$ cat src/inc/led_fault_pkg.sv
package led_fault_pkg;
  localparam int unsigned NUM_CH         = 4;
  localparam int unsigned TMO_WIDTH      = 5;
  // Timeout in dimming cycles; phase-shift mode
  localparam logic [4:0]  TMO_PWM_CYCLES = 5'h06;
  // Direct PWM mode: window 7..18, we fault at the upper end for margin
  localparam logic [4:0]  TMO_DIR_MIN    = 5'h07;
  localparam logic [4:0]  TMO_DIR_CYCLES = 5'h12;
  localparam real         CLK_MHZ        = 10.0;
  localparam logic [3:0]  ALL_ON         = 4'hf;
  localparam logic [3:0]  ALL_OFF        = 4'h0;
  typedef enum logic [1:0] {ST_OFF, ST_RUN, ST_LOCK} run_state_t;
endpackage

$ cat src/chan_timeout.sv
`timescale 1ns/1ps
module chan_timeout
  import led_fault_pkg::*;
(
  input  wire logic       clk_sys,
  input  wire logic       rstn,
  input  wire logic       clr,
  input  wire logic       fault_cond,
  input  wire logic       pwm_tick,
  input  wire logic [4:0] limit,
  output logic            faulted
);
  logic [4:0] cnt_q;
  logic [4:0] cnt_d;
  logic       faulted_q;
  logic       faulted_d;

  always_comb
  begin
    cnt_d     = cnt_q;
    faulted_d = faulted_q;
    if (clr)
    begin
      cnt_d     = 5'h00;
      faulted_d = 1'b0;
    end
    else if (!fault_cond)
      cnt_d = 5'h00;
    else if (pwm_tick && !faulted_q)
    begin
      cnt_d = cnt_q + 5'h01;
      if (cnt_d >= limit)
        faulted_d = 1'b1;
    end
  end

  always_ff @(posedge clk_sys or negedge rstn)
  begin
    if (!rstn)
    begin
      cnt_q     <= 5'h00;
      faulted_q <= 1'b0;
    end
    else
    begin
      cnt_q     <= cnt_d;
      faulted_q <= faulted_d;
    end
  end

  assign faulted = faulted_q;
endmodule

$ cat src/led_channel_fault_supervisor.sv
`timescale 1ns/1ps
// How it works
// - Supply undervoltage halts boosting and holds the control logic in reset.
// - After undervoltage, running resumes only on a fresh enable rise with the supply in range.
// - Over-temperature stops boosting and turns off every current sink.
// - A channel below the short threshold stays on and the others regulate as usual.
// - Over-temperature with an open or not-yet-good channel below threshold turns all channels off until enable falls or undervoltage.
// - A channel above the short threshold faults out after 6 dimming cycles, or 18 in direct mode.
// - An open channel lets output rise to overvoltage then faults out after the same timeout.
// - A zener-bypassed open channel stays on and leads regulation by its higher forward voltage.
// - Over-temperature with a bypassed channel turns that channel and all others off.
// - Any channel pushed above the short threshold by a raised output faults out after the timeout.
// - Over-temperature with all channels below threshold turns all off until it clears.
// - At overvoltage channels keep normal current and channels not good time out.
// - A channel becomes good at target current; a later drop or overvoltage before good means open.
// - A floating frequency-set pin selects direct dimming with no phase shift and the long timeout.
module led_channel_fault_supervisor
  import led_fault_pkg::*;
(
  input  wire logic                clk_sys,
  input  wire logic                rstn,
  input  wire logic                enable_in,
  input  wire logic                supply_undervoltage_flag,
  input  wire logic                over_temp_flag,
  input  wire logic                output_overvoltage_flag,
  input  wire logic [NUM_CH-1:0]   chan_above_short,
  input  wire logic [NUM_CH-1:0]   chan_current_good,
  input  wire logic                dim_pwm_in,
  input  wire logic                dim_freq_set_pin_floating,
  output logic      [NUM_CH-1:0]   led_channel_n_en,
  output logic      [NUM_CH-1:0]   regulation_select,
  output logic      [NUM_CH-1:0]   chan_faulted,
  output logic                     boost_enable,
  output logic                     direct_pwm_mode,
  output logic                     phase_shift_en
);
  // Two-flop synchronisers for every analog-side input
  localparam int unsigned SW = 6 + 2 * NUM_CH;
  logic [SW-1:0] s1_q;
  logic [SW-1:0] s2_q;
  always_ff @(posedge clk_sys or negedge rstn)
  begin
    if (!rstn)
    begin
      s1_q <= '0;
      s2_q <= '0;
    end
    else
    begin
      s1_q <= {enable_in, supply_undervoltage_flag, over_temp_flag, output_overvoltage_flag,
               dim_pwm_in, dim_freq_set_pin_floating, chan_above_short, chan_current_good};
      s2_q <= s1_q;
    end
  end

  logic              en_s;
  logic              uv_s;
  logic              ot_s;
  logic              ov_s;
  logic              pwm_s;
  logic              float_s;
  logic [NUM_CH-1:0] short_s;
  logic [NUM_CH-1:0] cgood_s;
  assign {en_s, uv_s, ot_s, ov_s, pwm_s, float_s, short_s, cgood_s} = s2_q;

  // Main run state and edge history
  run_state_t        st_q;
  run_state_t        st_d;
  logic              en_prev_q;
  logic              pwm_prev_q;
  logic              mode_q;
  logic              mode_d;
  logic [NUM_CH-1:0] good_q;
  logic [NUM_CH-1:0] good_d;
  logic [NUM_CH-1:0] open_q;
  logic [NUM_CH-1:0] open_d;
  logic              chan_clr;
  logic              pwm_tick;
  logic              en_rise;

  assign pwm_tick = pwm_s & ~pwm_prev_q;
  assign en_rise  = en_s & ~en_prev_q;

  always_comb
  begin
    st_d   = st_q;
    mode_d = mode_q;
    case (st_q)
      ST_OFF:
        if (en_rise && !uv_s)
        begin
          st_d   = ST_RUN;
          mode_d = float_s;
        end
      ST_RUN:
        if (uv_s)
          st_d = ST_OFF;
        else if (!en_s)
          st_d = ST_OFF;
        // A channel that lost its current after being good counts as not good here
        else if (ot_s && (|(~short_s & ~chan_faulted & (~good_q | open_q))))
          st_d = ST_LOCK;
      ST_LOCK:
        if (uv_s || !en_s)
          st_d = ST_OFF;
      default:
        st_d = ST_OFF;
    endcase
  end

  // Control logic is held cleared in ST_OFF and during undervoltage
  assign chan_clr = (st_q == ST_OFF) || uv_s;

  always_comb
  begin
    good_d = good_q;
    open_d = open_q;
    if (chan_clr)
    begin
      good_d = '0;
      open_d = '0;
    end
    else
    begin
      for (int i = 0; i < NUM_CH; i++)
      begin
        if (cgood_s[i])
        begin
          good_d[i] = 1'b1;
          open_d[i] = 1'b0;
        end
        else if (good_q[i])
          open_d[i] = 1'b1;
        if (ov_s && !good_q[i] && !cgood_s[i])
          open_d[i] = 1'b1;
      end
    end
  end

  always_ff @(posedge clk_sys or negedge rstn)
  begin
    if (!rstn)
    begin
      st_q       <= ST_OFF;
      en_prev_q  <= 1'b1; // Reset high, but en_s resets low, so enable held high at power-up still reads as a fresh enable
      pwm_prev_q <= 1'b0;
      mode_q     <= 1'b0;
      good_q     <= '0;
      open_q     <= '0;
    end
    else
    begin
      st_q       <= st_d;
      en_prev_q  <= en_s;
      pwm_prev_q <= pwm_s;
      mode_q     <= mode_d;
      good_q     <= good_d;
      open_q     <= open_d;
    end
  end

  logic [4:0] tmo_limit;
  assign tmo_limit = mode_q ? TMO_DIR_CYCLES : TMO_PWM_CYCLES;

  // One timeout per channel; short and open share the same timer
  for (genvar g = 0; g < NUM_CH; g++)
  begin : g_ch
    chan_timeout u_tmo (
      .clk_sys    (clk_sys),
      .rstn       (rstn),
      .clr        (chan_clr),
      .fault_cond (short_s[g] | open_q[g]),
      .pwm_tick   (pwm_tick),
      .limit      (tmo_limit),
      .faulted    (chan_faulted[g])
    );
  end

  // Outputs, all registered
  logic [NUM_CH-1:0] en_out_q;
  logic [NUM_CH-1:0] en_out_d;
  logic [NUM_CH-1:0] reg_q;
  logic [NUM_CH-1:0] reg_d;
  logic              boost_q;
  logic              boost_d;

  always_comb
  begin
    en_out_d = ALL_OFF;
    boost_d  = 1'b0;
    if (st_q == ST_RUN && !uv_s)
    begin
      if (ot_s)
        en_out_d = ALL_OFF;
      else
      begin
        en_out_d = ALL_ON & ~chan_faulted;
        boost_d  = 1'b1;
      end
    end
    // Regulation follows every live channel; the analog side picks the highest forward voltage
    reg_d = en_out_d;
  end

  always_ff @(posedge clk_sys or negedge rstn)
  begin
    if (!rstn)
    begin
      en_out_q <= ALL_OFF;
      reg_q    <= ALL_OFF;
      boost_q  <= 1'b0;
    end
    else
    begin
      en_out_q <= en_out_d;
      reg_q    <= reg_d;
      boost_q  <= boost_d;
    end
  end

  assign led_channel_n_en  = en_out_q;
  assign regulation_select = reg_q;
  assign boost_enable      = boost_q;
  assign direct_pwm_mode   = mode_q;
  assign phase_shift_en    = ~mode_q;
endmodule

$ cat config.mk
export PLATFORM = sky130hd
export DESIGN_NAME = led_channel_fault_supervisor
export DESIGN_NICKNAME = d
export VERILOG_FILES = /design/src/inc/led_fault_pkg.sv /design/src/chan_timeout.sv /design/src/led_channel_fault_supervisor.sv
export SDC_FILE = /design/constraint.sdc
export NUM_CORES = 1
export LEC_CHECK = 0
export BUFFER_PORTS_ARGS = -buffer_cell sky130_fd_sc_hd__buf_4
export CAP_MARGIN = 20
export CORE_ASPECT_RATIO = 2
export CORE_MARGIN = 5
export CORE_UTILIZATION = 45
export DETAILED_ROUTE_END_ITERATION = 10
export GPL_ROUTABILITY_DRIVEN = 0
export SYNTH_ARGS = -nofsm -noshare
export SYNTH_HDL_FRONTEND = slang
export SYNTH_HIERARCHICAL = 1
export SYNTH_SLANG_ARGS = --single-unit
$ cat constraint.sdc
create_clock -name clk_sys -period 2.1 [get_ports clk_sys]
set_input_delay 0.21 -clock clk_sys [delete_from_list [all_inputs] [get_ports clk_sys]]
set_output_delay 0.21 -clock clk_sys [all_outputs]
set_load 0.05 [all_outputs]
* Word-level counts from Yosys, hierarchy flattened
Cells that the tools add are included.
** Cells by class
- Bitwise operators :: 15
- Add/subtract/negate cells :: 4
- Reduce and logical (&&, ||, !) cells :: 59
- Multiplexer cells :: 57
- Equal/unequal tests :: 9
- $lt $le $gt $ge :: 4
** Operators by type and width (count)
- $mux W5 :: 13
- $mux W1 :: 34
- $reduce_bool A2 Y1 :: 16
- $add A5 B1 Y5 const B :: 4
- $ge A5 B5 Y1 :: 4
- $mux W4 :: 4
- $reduce_bool A4 Y1 :: 4
- $logic_and A1 B1 Y1 :: 15
- $reduce_and A3 Y1 :: 5
- $logic_not A1 Y1 :: 14
- $ne A3 B3 Y1 const B :: 4
- $not A4 Y4 :: 3
- $mux W2 :: 5
- $and A4 B4 Y4 :: 2
- $pmux W2 S3 :: 1
- $ne A2 B2 Y1 const B :: 2
- $ne A4 B4 Y1 const B :: 1
- $or A1 B1 Y1 :: 4
- $or A4 B4 Y4 :: 1
- $reduce_or A4 Y1 :: 1
- $not A1 Y1 :: 3
- $and A1 B1 Y1 :: 2
- $eq A2 B1 Y1 const B :: 1
- $eq A2 B2 Y1 const B :: 1
- 3 further kinds :: 4
** Word-level totals
- Bits of input ports :: 16
- Register bits :: 70
- Logic and storage cells :: 172
- Output and inout port bits :: 15

* Logic depth before layout (Yosys ltp)
Gate-level depths: netlist of run 1.
- Depth after elaboration :: 9
- Gate-level depth with buffers :: 6
- Gate-level depth less buffers :: 6

* By module
Netlist of run 1, hierarchy kept.
** By module, submodules not included
- chan_timeout :: times used 4, area an instance 424.2 um^2, cells an instance 45, sequential area each 150.1 um^2
- led_channel_fault_supervisor :: times used 1, area an instance 1448.9 um^2, cells an instance 99, sequential area each 1152.4 um^2

* Worst setup path before layout of run 1
OpenSTA, ideal clock, no wires.
- Path kind :: register to register
- From :: register mode_q (netlist: direct_pwm_mode)
- To :: register g_ch[2].u_tmo.faulted_q
- Period minus slack after synthesis :: 1864 ps
- Setup slack :: 236 ps
- Arrival time :: 1726 ps
- Buffers on the path :: 0
- Required time :: 1962 ps
- Cell stages (with the launch flop) :: 6
- Library setup time :: 138 ps
- Cells stage by stage :: dfrtp_1 inv_1 inv_1 ha_1 a31oi_1 o221ai_1
** Between the ends
- Word-level cells in the longest chain between the ends :: 4
** Ends and longest elaborated chain
- start, declared :: RTL line led_channel_fault_supervisor.sv:71 : logic mode_q;
- start signal, assigned :: RTL line led_channel_fault_supervisor.sv:156 : mode_q <= mode_d;
- $mux W5 :: RTL line led_channel_fault_supervisor.sv:163 : assign tmo_limit = mode_q ? TMO_DIR_CYCLES : TMO_PWM_CYCLES;
- $ge A5 B5 Y1 :: RTL line chan_timeout.sv:32 : if (cnt_d >= limit)
- $reduce_bool A2 Y1 (no line)
- $reduce_and A3 Y1 (no line)
- end signal, assigned :: RTL line chan_timeout.sv:47 : faulted_q <= faulted_d;
- end, declared :: RTL line chan_timeout.sv:15 : logic faulted_q;
No other way between the ends.
A chain may end at the register's enable or synchronous reset.

* Worst setup path in the final report of run 1
- From :: register g_ch[3].u_tmo.cnt_q[0]
- To :: register g_ch[3].u_tmo.faulted_q
** Between the ends
- Word-level cells in the longest chain between the ends :: 4
** Ends and longest elaborated chain
- start, declared :: RTL line chan_timeout.sv:13 : logic [4:0] cnt_q;
- start signal, assigned :: RTL line chan_timeout.sv:46 : cnt_q <= cnt_d;
- $add A5 B1 Y5 :: RTL line chan_timeout.sv:31 : cnt_d = cnt_q + 5'h01;
- $ge A5 B5 Y1 :: RTL line chan_timeout.sv:32
- $reduce_bool A2 Y1 (no line)
- $reduce_and A3 Y1 (no line)
- end signal, assigned :: RTL line chan_timeout.sv:47
- end, declared :: RTL line chan_timeout.sv:15
No other way between the ends.

==> results of run 1 <==
logic make-up (layout without fill, tap and decap cells):
kind of cell               count (synthesis)  in the layout  synth area share
DFF                                       70             70            0.5573
AOI/OAI and AO/OA                         39             39           0.07796
adders and majority gates                 24             24           0.09547
other                                      2             12          0.002388
buffers and inverters                     26             85           0.03580
muxes                                      5              5           0.01631
xor gates and xnor gates                  20             20           0.05569
and+or+nand+nor                           93             93            0.1591
per-stage QoR:
step | utilization | hold WS, ns | total power [W]
finish | 0.5730 | -0.008710 | 0.003151
detailed placement | 0.5102 | 0.3204 | 0.001706
floorplan | - | -0.08559 | 0.001587
global route | 0.5730 | 0.07396 | 0.003287
CTS | 0.5730 | 0.01769 | 0.003201
global placement | 0.5102 | 0.3190 | 0.001699
worst register-to-register path, stage by stage, from the launching register on:
cell and delay [ns]:
dfrtp_1 0.43, ha_1 0.24, nand3_1 0.14, xnor2_1 0.16
ha_1 0.29, a21oi_1 0.15, o221ai_1 0.12
worst max path at each step:
stage                                       startpoint                                end  depth (start not counted)
detailed placement  g_ch[3].u_tmo/cnt_q[0]$_DFFE_PN0P_  g_ch[3].u_tmo/faulted$_DFFE_PN0P_                          6
finish              g_ch[3].u_tmo/cnt_q[0]$_DFFE_PN0P_  g_ch[3].u_tmo/faulted$_DFFE_PN0P_                          6
global placement    g_ch[3].u_tmo/cnt_q[0]$_DFFE_PN0P_  g_ch[3].u_tmo/faulted$_DFFE_PN0P_                          6
global route        g_ch[3].u_tmo/cnt_q[0]$_DFFE_PN0P_  g_ch[3].u_tmo/faulted$_DFFE_PN0P_                          6
floorplan                  direct_pwm_mode$_DFFE_PN0P_  g_ch[2].u_tmo/faulted$_DFFE_PN0P_                          5
CTS                 g_ch[3].u_tmo/cnt_q[0]$_DFFE_PN0P_  g_ch[3].u_tmo/faulted$_DFFE_PN0P_                          6
power groups by stage:
stage | clock network (W) | logic [W] | registers, W
floorplan | 0 | 0.000131 | 0.00146
global placement | 0 | 0.000266 | 0.00143
detailed placement | 0 | 0.000271 | 0.00144
CTS | 0.00150 | 0.000293 | 0.00141
global route | 0.00154 | 0.000326 | 0.00142
finish | 0.00145 | 0.000285 | 0.00141
state kept, by name, summed over array words and instances, names as in the netlist:
signal / flops
s2_q: 14
en_prev_q: 1
st_q: 2
direct_pwm_mode: 1
pwm_prev_q: 1
regulation_select: 4
good_q: 4
open_q: 4
g_ch.u_tmo/faulted: 4
s1_q: 14
g_ch.u_tmo/cnt_q: 20
boost_enable: 1
cell usage in the layout, fill, tap and decap left out, types with 5 or more instances in the layout:
cell type and count:
ha_1 24, nand3b_1 5, nand3_1 8, xor2_1 12
dfrtp_1 69, nand2_1 5, nor2_1 25, or3_1 8
inv_1 22, dlygate4sd3_1 14, buf_4 33, nor2b_1 6
nand2b_1 16, nor3_1 9, a21oi_1 12, clkbuf_16 9
o21ai_0 8, xnor2_1 8, conb_1 12
routing by layer:
| layer | GRT usage | up-vias |
|---|---|---|
| met2 | 0.2714 | 44 |
| met3 | 0.03532 | 13 |
| met1 | 0.1602 | 1044 |
| met5 | 0 | - |
| li1 | - | 1071 |
| met4 | 0.08400 | 0 |
final cells by class:
class                           count  area share
Multi-Input combinational cell    193      0.3339
Sequential cell                    70      0.4442
Timing Repair Buffer               47     0.09829
Tap cell                           90     0.02854
Inverter                           22     0.02093
Clock inverter                      5     0.01522
Clock buffer                       11     0.05897
repair_timing:
action	CTS	global route
hold buffers	14	0
gates resized for setup	0	0
setup endpoints to repair	0	0
endpoints found under the hold margin	14	0
==> reports/summary.md, run 1 <==
The run finished, with violations left. The final reports fail on negative hold slack. The sequential area share after synthesis is 0.5573, and the post-synthesis instance area is 3146 um2. The number of max-cap violations was 0. The first detailed-routing pass took 4 iterations. The number of CTS-inserted buffers is 9, and the number of post-CTS setup repair buffers is 0. The maximum number of pins on one net before global-route repair is 71, and the overall via count from detail_route is 2,172. For this run, the top clock speed supported by timing is 0.6023 GHz. For the pin with the worst max-slew slack, the measured transition is 0.8493 ns. The largest area contributor in the synthesized netlist is dfrtp_1. For the leakage power, the log shows 1.951 nW. For the HPWL reported at the end of detailed placement, the log shows 4182 um. The first routing iteration left 94 violations. Among all flip-flop cells after synthesis, the most frequent one is dfrtp_1. The endpoint of the worst register-to-register path was g_ch[3].u_tmo/faulted$_DFFE_PN0P_. The final layout contains 383 nets. The logs give 70 for the clock net sink count and 6 for the warning count from the yosys run. Wire segments on met2 add up to 3188 um in the final route. Signal routing reaches up to met4. For the register area, the log shows 1753 um2. Summed over all failing endpoints, the final setup total negative slack is 0 ns.

The clock network fraction of total power was 0.462; the via count of the first global-routing pass was 2,232. The instance area at placement is 3513 um2, and the synthesized area per cell is 11.27 um2. The region available for standard cell placement spans 6887 um2. The count of buffers added on input and output ports is 30. Wire length of the first global-routing pass: 10,360 um. Portion of total power attributed to combinational logic: 0.090. The root buffer cell chosen for the clock tree is clkbuf_16.

The layout overhead on the synthesized area is 25.46%. Setup repair after global routing left no endpoint under its margin. The slowest stage of the critical path belongs to the cell dfrtp_1.

The post-CTS clock slew at the launch and capture registers of the worst setup and hold paths came out at 0.05 ns. The die covers 8864 um2. Dividing the detail-routed wire length by the instance count gives 13.15 um. Setup slack on the critical path of the routed design comes to 0.4398 ns. The tools report the clock latency at the later pin of the worst-skew pair as 0.33 ns.

After technology mapping, the gate count stands at 279. The die span in x is 69.12 um. STA puts the critical path data arrival time at 1.85 ns. The proportion of layout cells with a drive suffix above 1 was 0.1552.

The nature of the critical path startpoint was a flip-flop. The run gives 438 as the count of non-filler cells in the finished layout. For the required time of the critical path, the log shows 2.29 ns.

By area the synthesized netlist is led by dfrtp_1 55%, ha_1 9.5%, xor2_1 3.3%. The peak fanout along the critical path is 4, and the final-report max-slew violation count is 0. The ratio of final minimum period to clock period was 0.7906. The switching portion of total power is 0.2312.

Synthesis inferred 70 register bits. The detail route stage leaves a number of antenna-violating nets equal to 0. For the sequential share of power, the log shows 0.448. The worst setup path is of the flip-flop to flip-flop kind. For the post-detailed-routing wire length, the log shows 5759 um. The worst register-to-register path has a depth of 6.

Among all cell types in the netlist, the one instantiated most often is dfrtp_1. In this run the critical register-to-register path is launched from g_ch[3].u_tmo/cnt_q[0]$_DFFE_PN0P_. Traced cell by cell, the critical path runs through ha_1, nand3_1, xnor2_1, ha_1, a21oi_1, o221ai_1.

The cell that appears most often on the critical path is ha_1. The netlist uses 31 different library cells. VDD sags by at most 0.6946 mV. The detailed-route wire length on metal 1 is 2183 um, and the footprint of the multi-input gates is 1318 um2. Number of cell rows: 43. After layout, the minimum clock period comes to 1.660 ns. On the final layout, the worst clock skew is 0.006148 ns.

DRC violation count after routing: 0. After global routing the overflow that remains totals 0. For the filler cell count in the final layout, the log shows 648.

Endpoint kind of the worst setup timing path: a flip-flop. For the tightest hold margin, the log shows -0.008710 ns. The logs give 19 for the hold violation total from the final report and 31 for the boundary pin count. The tools report the worst relative slew slack as 0.4338.

The largest single stage delay on the critical path is 0.43 ns. The longest clock path from root to sink contains 2 buffers. TritonCTS built the clock tree. The run gives 0.44 ns as the register-to-register path setup slack. The number of antenna violations at the first check in global routing is 0, and the combined buffer and inverter count along the critical path is 0. In this run the power spent charging and discharging nets is 0.0007283 W.

The die height works out to 128.2 um. For the internal power summed over all cells, the log shows 0.002422 W. In this design, the largest share of critical-path delay is due to adder cells.

The total global routing track utilization was 0.1510. The worst setup slack after placement is 0.4384 ns. The top-area cell type share of the netlist area came out at 0.5489.

In this run, synthesis inferred 0 flip-flops with an integrated enable. Setup violations remaining at the end of the flow were counted as 0. The repair_antennas step left the layout with diodes totalling 0. After detailed placement, the design holds a cell count of 408. In this run the power density over the cells is 798.4 nW/um2. The finished cells cover 3946 um2.

The number of H-tree branching levels was 3. Initial core utilization: 0.4568. After detailed routing, the met3 layer carries 225 um of wire. By count the netlist is led by 69 x dfrtp_1, 25 x nor2_1, 24 x ha_1. The fraction of registers with async set/reset is 1.000, and the routed via count divided by cell count is 4.959. The min-delay analysis places its worst path in the category primary input to asynchronous set/reset pin.
No activity file was read; power rests on OpenSTA's default activity.
==> inputs of run 2 (changes only) <==
Clock period 2.1 ns to 1.6 ns, I/O delays scaled along.
==> reports/summary.md, run 2 (synthesis gave the netlist of run 1 again) <==
The flow ran to the end, and the final reports show no timing, DRC or antenna violations. Endpoint kind of the worst setup timing path: a flip-flop. Compared with the post-synthesis result, the final layout area differs by 33.25%.

The internal power of the cells totals 0.003207 W. The required time of the critical path is 1.79 ns, and the DRC marker count from the first detailed-route iteration is 62. In this run the count of I/O pins placed on the die edge is 31. The total negative slack for setup checks came out at 0 ns. The die span in x came out at 69.12 um. The wire length per cell after detailed routing was 12.68 um.

The number of endpoints failing setup at the final stage was 0. Detailed placement ended at an HPWL of 4124 um. In this run the clock root is driven by a clkbuf_16. The logs give 0.461 for the clock network fraction of total power and 70 for the clock net sink count. The net count of the finished layout is 395. The met2 layer usage reported by global route was 0.2393; the DRC violation count after routing was 0. The met1 track demand over resource is 0.1575, and the instance area at placement is 3635 um2.

The register with the most flip-flops in the layout has 20 of them. The switching portion of total power was 0.2336. In the final layout, the registers with the most flip-flops are g_ch.u_tmo/cnt_q x20, s1_q x14, s2_q x14.

After routing the design area is 4192 um2. The global-route layer with the greatest usage is met2. TritonCTS built the clock tree. For the worst setup path, the data arrival time is 1.74 ns.

The post-CTS clock slew at the launch and capture registers of the worst setup and hold paths is 0.06 ns. The via count of the first global-routing pass was 2,114. For this run, the detailed router's first-pass iteration total came to 4. The tools report the leakage power as 2.032 nW. The floorplan step defined a die boundary enclosing 8864 um2. The kind of critical path is flip-flop to flip-flop. The routed design could run at a clock period as short as 1.549 ns.

After detailed routing, the total wire length is 5707 um. The logs give 0 for the count of antenna diodes in the layout and 0 for the number of antenna violations at the first check in global routing. The total power was 0.004185 W.

The tools report the sequential share of power as 0.444. In this run the remaining antenna-violating nets after routing total 0. For this design the ratio of total power to cell area is 998.4 nW/um2. The total global routing track utilization was 0.1408. Buffers placed on the I/O ports in this run total 30. The final-report max-slew violation count was 0. Commonest non-fill, non-tap cell in the layout: dfrtp_1. The library cells used most frequently in the layout, excluding fill and tap cells, are 67 x dfrtp_1, 41 x buf_4, 25 x nor2_1.

In this run the power spent charging and discharging nets is 0.0009776 W. The initial core utilization is 0.4568, and the peak fanout along the critical path is 3. The fraction of met3 tracks used by global routing was 0.03297.

The H-tree generated during clock tree synthesis spans 3 levels. Entering global routing, the biggest net connects 44 pins. The worst setup path is launched from a flip-flop.

Clock latency at the later pin of the worst-skew pair: 0.33 ns. VDD sags by at most 1.187 mV. The logs give 0.6457 GHz for the peak clock frequency supported by timing and 0 for the number of max-cap violations. Register with the most flip-flops: g_ch.u_tmo/cnt_q. The portion of total power attributed to combinational logic was 0.095; the overall via count from detail_route was 2,208. The die height is 128.2 um. The run gives 9742 um as the wire length of the first global-routing pass.

The residual overflow from global routing was 0. The proportion of layout cells with a drive suffix above 1 was 0.2306; the area inside the core boundary was 6887 um2. The hold violation total from the final report is 0, and the core utilization of the finished layout is 0.6086.

In the routed layout, each cell is associated on average with a via count of 4.907. OpenSTA, run right after detailed placement, puts the worst setup slack at 0.0006468 ns. The number of cell rows came out at 43. On the final layout, the worst clock skew is 0.006691 ns. Setup slack on the critical path of the routed design comes to 0.05137 ns.

In this run the deepest clock path goes through 2 buffers. The path class of the tightest hold or removal check is primary input to asynchronous set/reset pin. The run gives 9 as the number of CTS-inserted buffers.

The ratio of final minimum period to clock period is 0.9679.
[run 2: area by class of cell]
cell class / instances / area (um2)
fillers: 608 / 2695
inverters: 22 / 86.33
well taps: 90 / 112.6
repair buffers: 59 / 518.0
flip-flops and latches: 70 / 1755
clock inverters: 6 / 70.07
clock buffers: 10 / 229.0
multi-input cells: 193 / 1420
[run 2: final timing paths]
check | slack (ns) | depth (start not counted) | end | startpoint
min in group clk_sys | 0.35 | 0 | s2_q[5]$_DFF_PN0_ | s1_q[5]$_DFF_PN0_
max reg2reg | 0.05 | 6 | g_ch[1].u_tmo/faulted$_DFFE_PN0P_ | g_ch[1].u_tmo/cnt_q[1]$_DFFE_PN0P_
max in group asynchronous | 0.75 | 3 | g_ch[1].u_tmo/cnt_q[2]$_DFFE_PN0P_ | rstn
min reg2reg | 0.35 | 0 | s2_q[5]$_DFF_PN0_ | s1_q[5]$_DFF_PN0_
min | 0.30 | 2 | s1_q[8]$_DFF_PN0_ | rstn
max | 0.05 | 6 | g_ch[1].u_tmo/faulted$_DFFE_PN0P_ | g_ch[1].u_tmo/cnt_q[1]$_DFFE_PN0P_
[run 2: power groups by stage]
stage,registers [W],logic [W],clock network [W]
CTS,0.00186,0.000402,0.00199
floorplan,0.00192,0.000175,0
detailed placement,0.00189,0.000372,0
global route,0.00186,0.000445,0.00208
global placement,0.00189,0.000368,0
finish,0.00186,0.000398,0.00193
[run 2: critical path, stage by stage (launching register included)]
cell	delay [ns]
dfrtp_1	0.42
ha_4	0.19
nand3_4	0.10
xnor2_2	0.16
ha_1	0.29
a21oi_1	0.15
o221ai_1	0.12
[run 2: what timing repair did]
item | CTS | global route
endpoints found under the hold margin | 40 | 0
resized for setup | 0 | 17
buffers inserted | 0 | 1
setup endpoints to repair | 0 | 4
hold buffers | 15 | 0
[run 2: stage by stage]
step	hold slack [ns]	std cells
after global routing	0.3280	450
after CTS	0.3110	449
after floorplan	-0.1356	289
final	0.2969	450
after detailed placement	0.1204	418
after global placement	0.1033	418
[run 2: per-layer routing]
metal	routed length, um	vias to the layer above
met5	0	-
met4	144	0
met3	190	10
met2	3057	36
met1	2315	1067
li1	-	1095
==> inputs of run 3 (changes only) <==
Settings changed: CTS_BUF_LIST set to sky130_fd_sc_hd__clkbuf_4.
==> reports/summary.md, run 3 (synthesis gave the netlist of run 1 again) <==
The worst setup path is launched from a flip-flop. The hold violation total from the final report is 0, and the die height is 128.2 um. The residual overflow from global routing is 0, and the post-detailed-routing wire length is 5744 um. The first global-routing pass estimated 9770 um of wire. The top cell types in the final layout, fill and taps aside, are 67 x dfrtp_1, 41 x buf_4, 25 x nor2_1. The initial core utilization was 0.4568; the flip-flop count of the largest register, all copies and words added was 20.

Across the run, the number of max-cap violations was 0. Dividing the detail-routed wire length by the instance count gives 12.76 um. For the via count of the first global-routing pass, the log shows 2,129.

Ratio of final minimum period to clock period: 0.9595. The kind of critical path is flip-flop to flip-flop. The count of nets left with antenna violations once routing finished came out at 0.

In the final layout, the registers with the most flip-flops are g_ch.u_tmo/cnt_q x20, s1_q x14, s2_q x14. Class of the most critical hold timing path: primary input to asynchronous set/reset pin. The register with the most flip-flops was g_ch.u_tmo/cnt_q. The HPWL reported at the end of detailed placement came out at 4124 um.

For the endpoint arrival time on the critical path, the log shows 1.82 ns. The number of CTS-inserted buffers is 9, and the routed via count divided by cell count is 4.931. The deepest clock path buffer count was 2. The tools report the startpoint of the most critical setup path as g_ch[1].u_tmo/cnt_q[1]$_DFFE_PN0P_.

The fraction of met3 tracks used by global routing was 0.03297; the net total in the final layout was 395. The detailed router finished its first iteration with 55 violations. The run gives 0.5872 as the core utilization of the finished layout.

The global routing stage identified its most utilized layer as met2. Across all setup checks in the final design, the least slack found is 0.06475 ns. Before CTS, the worst setup slack after placement is 0.0006468 ns. The die span in x came out at 69.12 um. The total global routing track utilization is 0.1396, and the number of endpoints failing setup at the final stage is 0. The run gives 44 as the maximum number of pins on one net before global-route repair. The die covers 8864 um2. The DRC violation count after routing came out at 0. Adding up every negative setup slack in the final design gives 0 ns. The number of antenna diodes in the final layout is 0. The post-route cell area is 4044 um2, and the layout overhead on the synthesized area is 28.56%.

The required time of the critical path came out at 1.89 ns. The routed design could run at a clock period as short as 1.535 ns. The endpoint kind of the worst setup timing path was a flip-flop.

The area inside the core boundary came out at 6887 um2. For flop-to-flop paths, the worst setup slack is 0.06 ns. Fill cells in the final layout number 624.

For the number of H-tree branching levels, the log shows 3. The clock root buffer was clkbuf_4. The analysis attributes to cell leakage a power of 1.967 nW.

The run finished with clean final reports. The clock reaches the later pin of the worst-skew pair after 0.41 ns. For the clock tree skew after final layout, the log shows 0.01457 ns. In this run the worst path has a maximum fanout of 3. The total of buffers placed on input and output ports was 30; the peak ir drop on the vdd network was 0.6684 mV. The tools report the reg-to-reg startpoint as g_ch[1].u_tmo/cnt_q[1]$_DFFE_PN0P_. The proportion of layout cells with a drive suffix above 1 is 0.2361. The worst register-to-register path ends at g_ch[1].u_tmo/faulted$_DFFE_PN0P_. The boundary pin count was 31; the overall via count from detail_route was 2,219.

TritonCTS built the clock tree. The number of cells on the worst reg-to-reg path was 6; the met2 layer usage reported by global route was 0.2404. The number of cell rows came out at 43. For the met1 track demand over resource, the log shows 0.1574. The logs give 0.2016 ns for the tightest hold margin and 0 for the final-report max-slew violation count. The commonest non-fill, non-tap cell in the layout was dfrtp_1. For this run, the top clock speed supported by timing is 0.6514 GHz. In this run the power density over the cells is 837.0 nW/um2.

Clock-pin slew was measured on the worst setup and hold paths at 0.11 ns. For this run, the detailed router's first-pass iteration total came to 4. The number of antenna violations at the first check in global routing is 0. The instance area at placement is 3635 um2. The clock net sink count is 70.
## run 3: cell counts in the layout (fill, tap and decap cells not counted)
No cell type changed its count.
## run 3: metrics by stage
stage / instances / total power, W
global route: 450 / 0.003580
floorplan: 289 / 0.002090
detailed placement: 418 / 0.002260
CTS: 449 / 0.003439
finish: 450 / 0.003385
global placement: 418 / 0.002254
## run 3: per-layer routing
layer | share of wire | wire [um]
met1 | 0.41 | 2336
met3 | 0.034 | 196
met2 | 0.53 | 3055
met5 | 0 | 0
met4 | 0.027 | 155
## run 3: power breakdown
part	internal, W	switching, W	leakage [nW]	total [W]
registers	0.00182	0.0000294	0.900	0.00185
clock network	0.000505	0.000625	0.0809	0.00113
logic	0.000168	0.000235	0.986	0.000403
## run 3: worst max-delay path by stage
stage	cells past startpoint	end	slack, ns
final	6	g_ch[1].u_tmo/faulted$_DFFE_PN0P_	0.06
after global routing	6	g_ch[3].u_tmo/faulted$_DFFE_PN0P_	-0.02
after CTS	6	g_ch[1].u_tmo/faulted$_DFFE_PN0P_	0.003
after detailed placement	6	g_ch[1].u_tmo/faulted$_DFFE_PN0P_	0.0006
after global placement	6	g_ch[0].u_tmo/faulted$_DFFE_PN0P_	0.04
after floorplan	5	g_ch[2].u_tmo/faulted$_DFFE_PN0P_	-0.09
## run 3: area by class of cell
type                    instances  area (um2)  area share
flip-flops and latches         70        1755      0.4341
multi-input cells             193        1426      0.3527
repair buffers                 59       518.0      0.1281
well taps                      90       112.6     0.02785
inverters                      22       86.33     0.02135
clock buffers                  10       75.07     0.01856
clock inverters                 6       70.07     0.01733
## run 3: worst max-delay path: stages (launching register included)
cell and delay [ns]:
dfrtp_1 0.44, ha_4 0.19, nand3_4 0.10, xnor2_2 0.16, ha_1 0.29, a21oi_1 0.13
o221ai_1 0.12
## run 3: repair_timing
| action | 4_1_cts | 5_1_grt |
|---|---|---|
| hold buffers | 15 | 0 |
| buffers inserted | 0 | 1 |
| hold endpoints to repair | 41 | 0 |
| resized for setup | 0 | 18 |
| setup endpoints to repair | 0 | 4 |
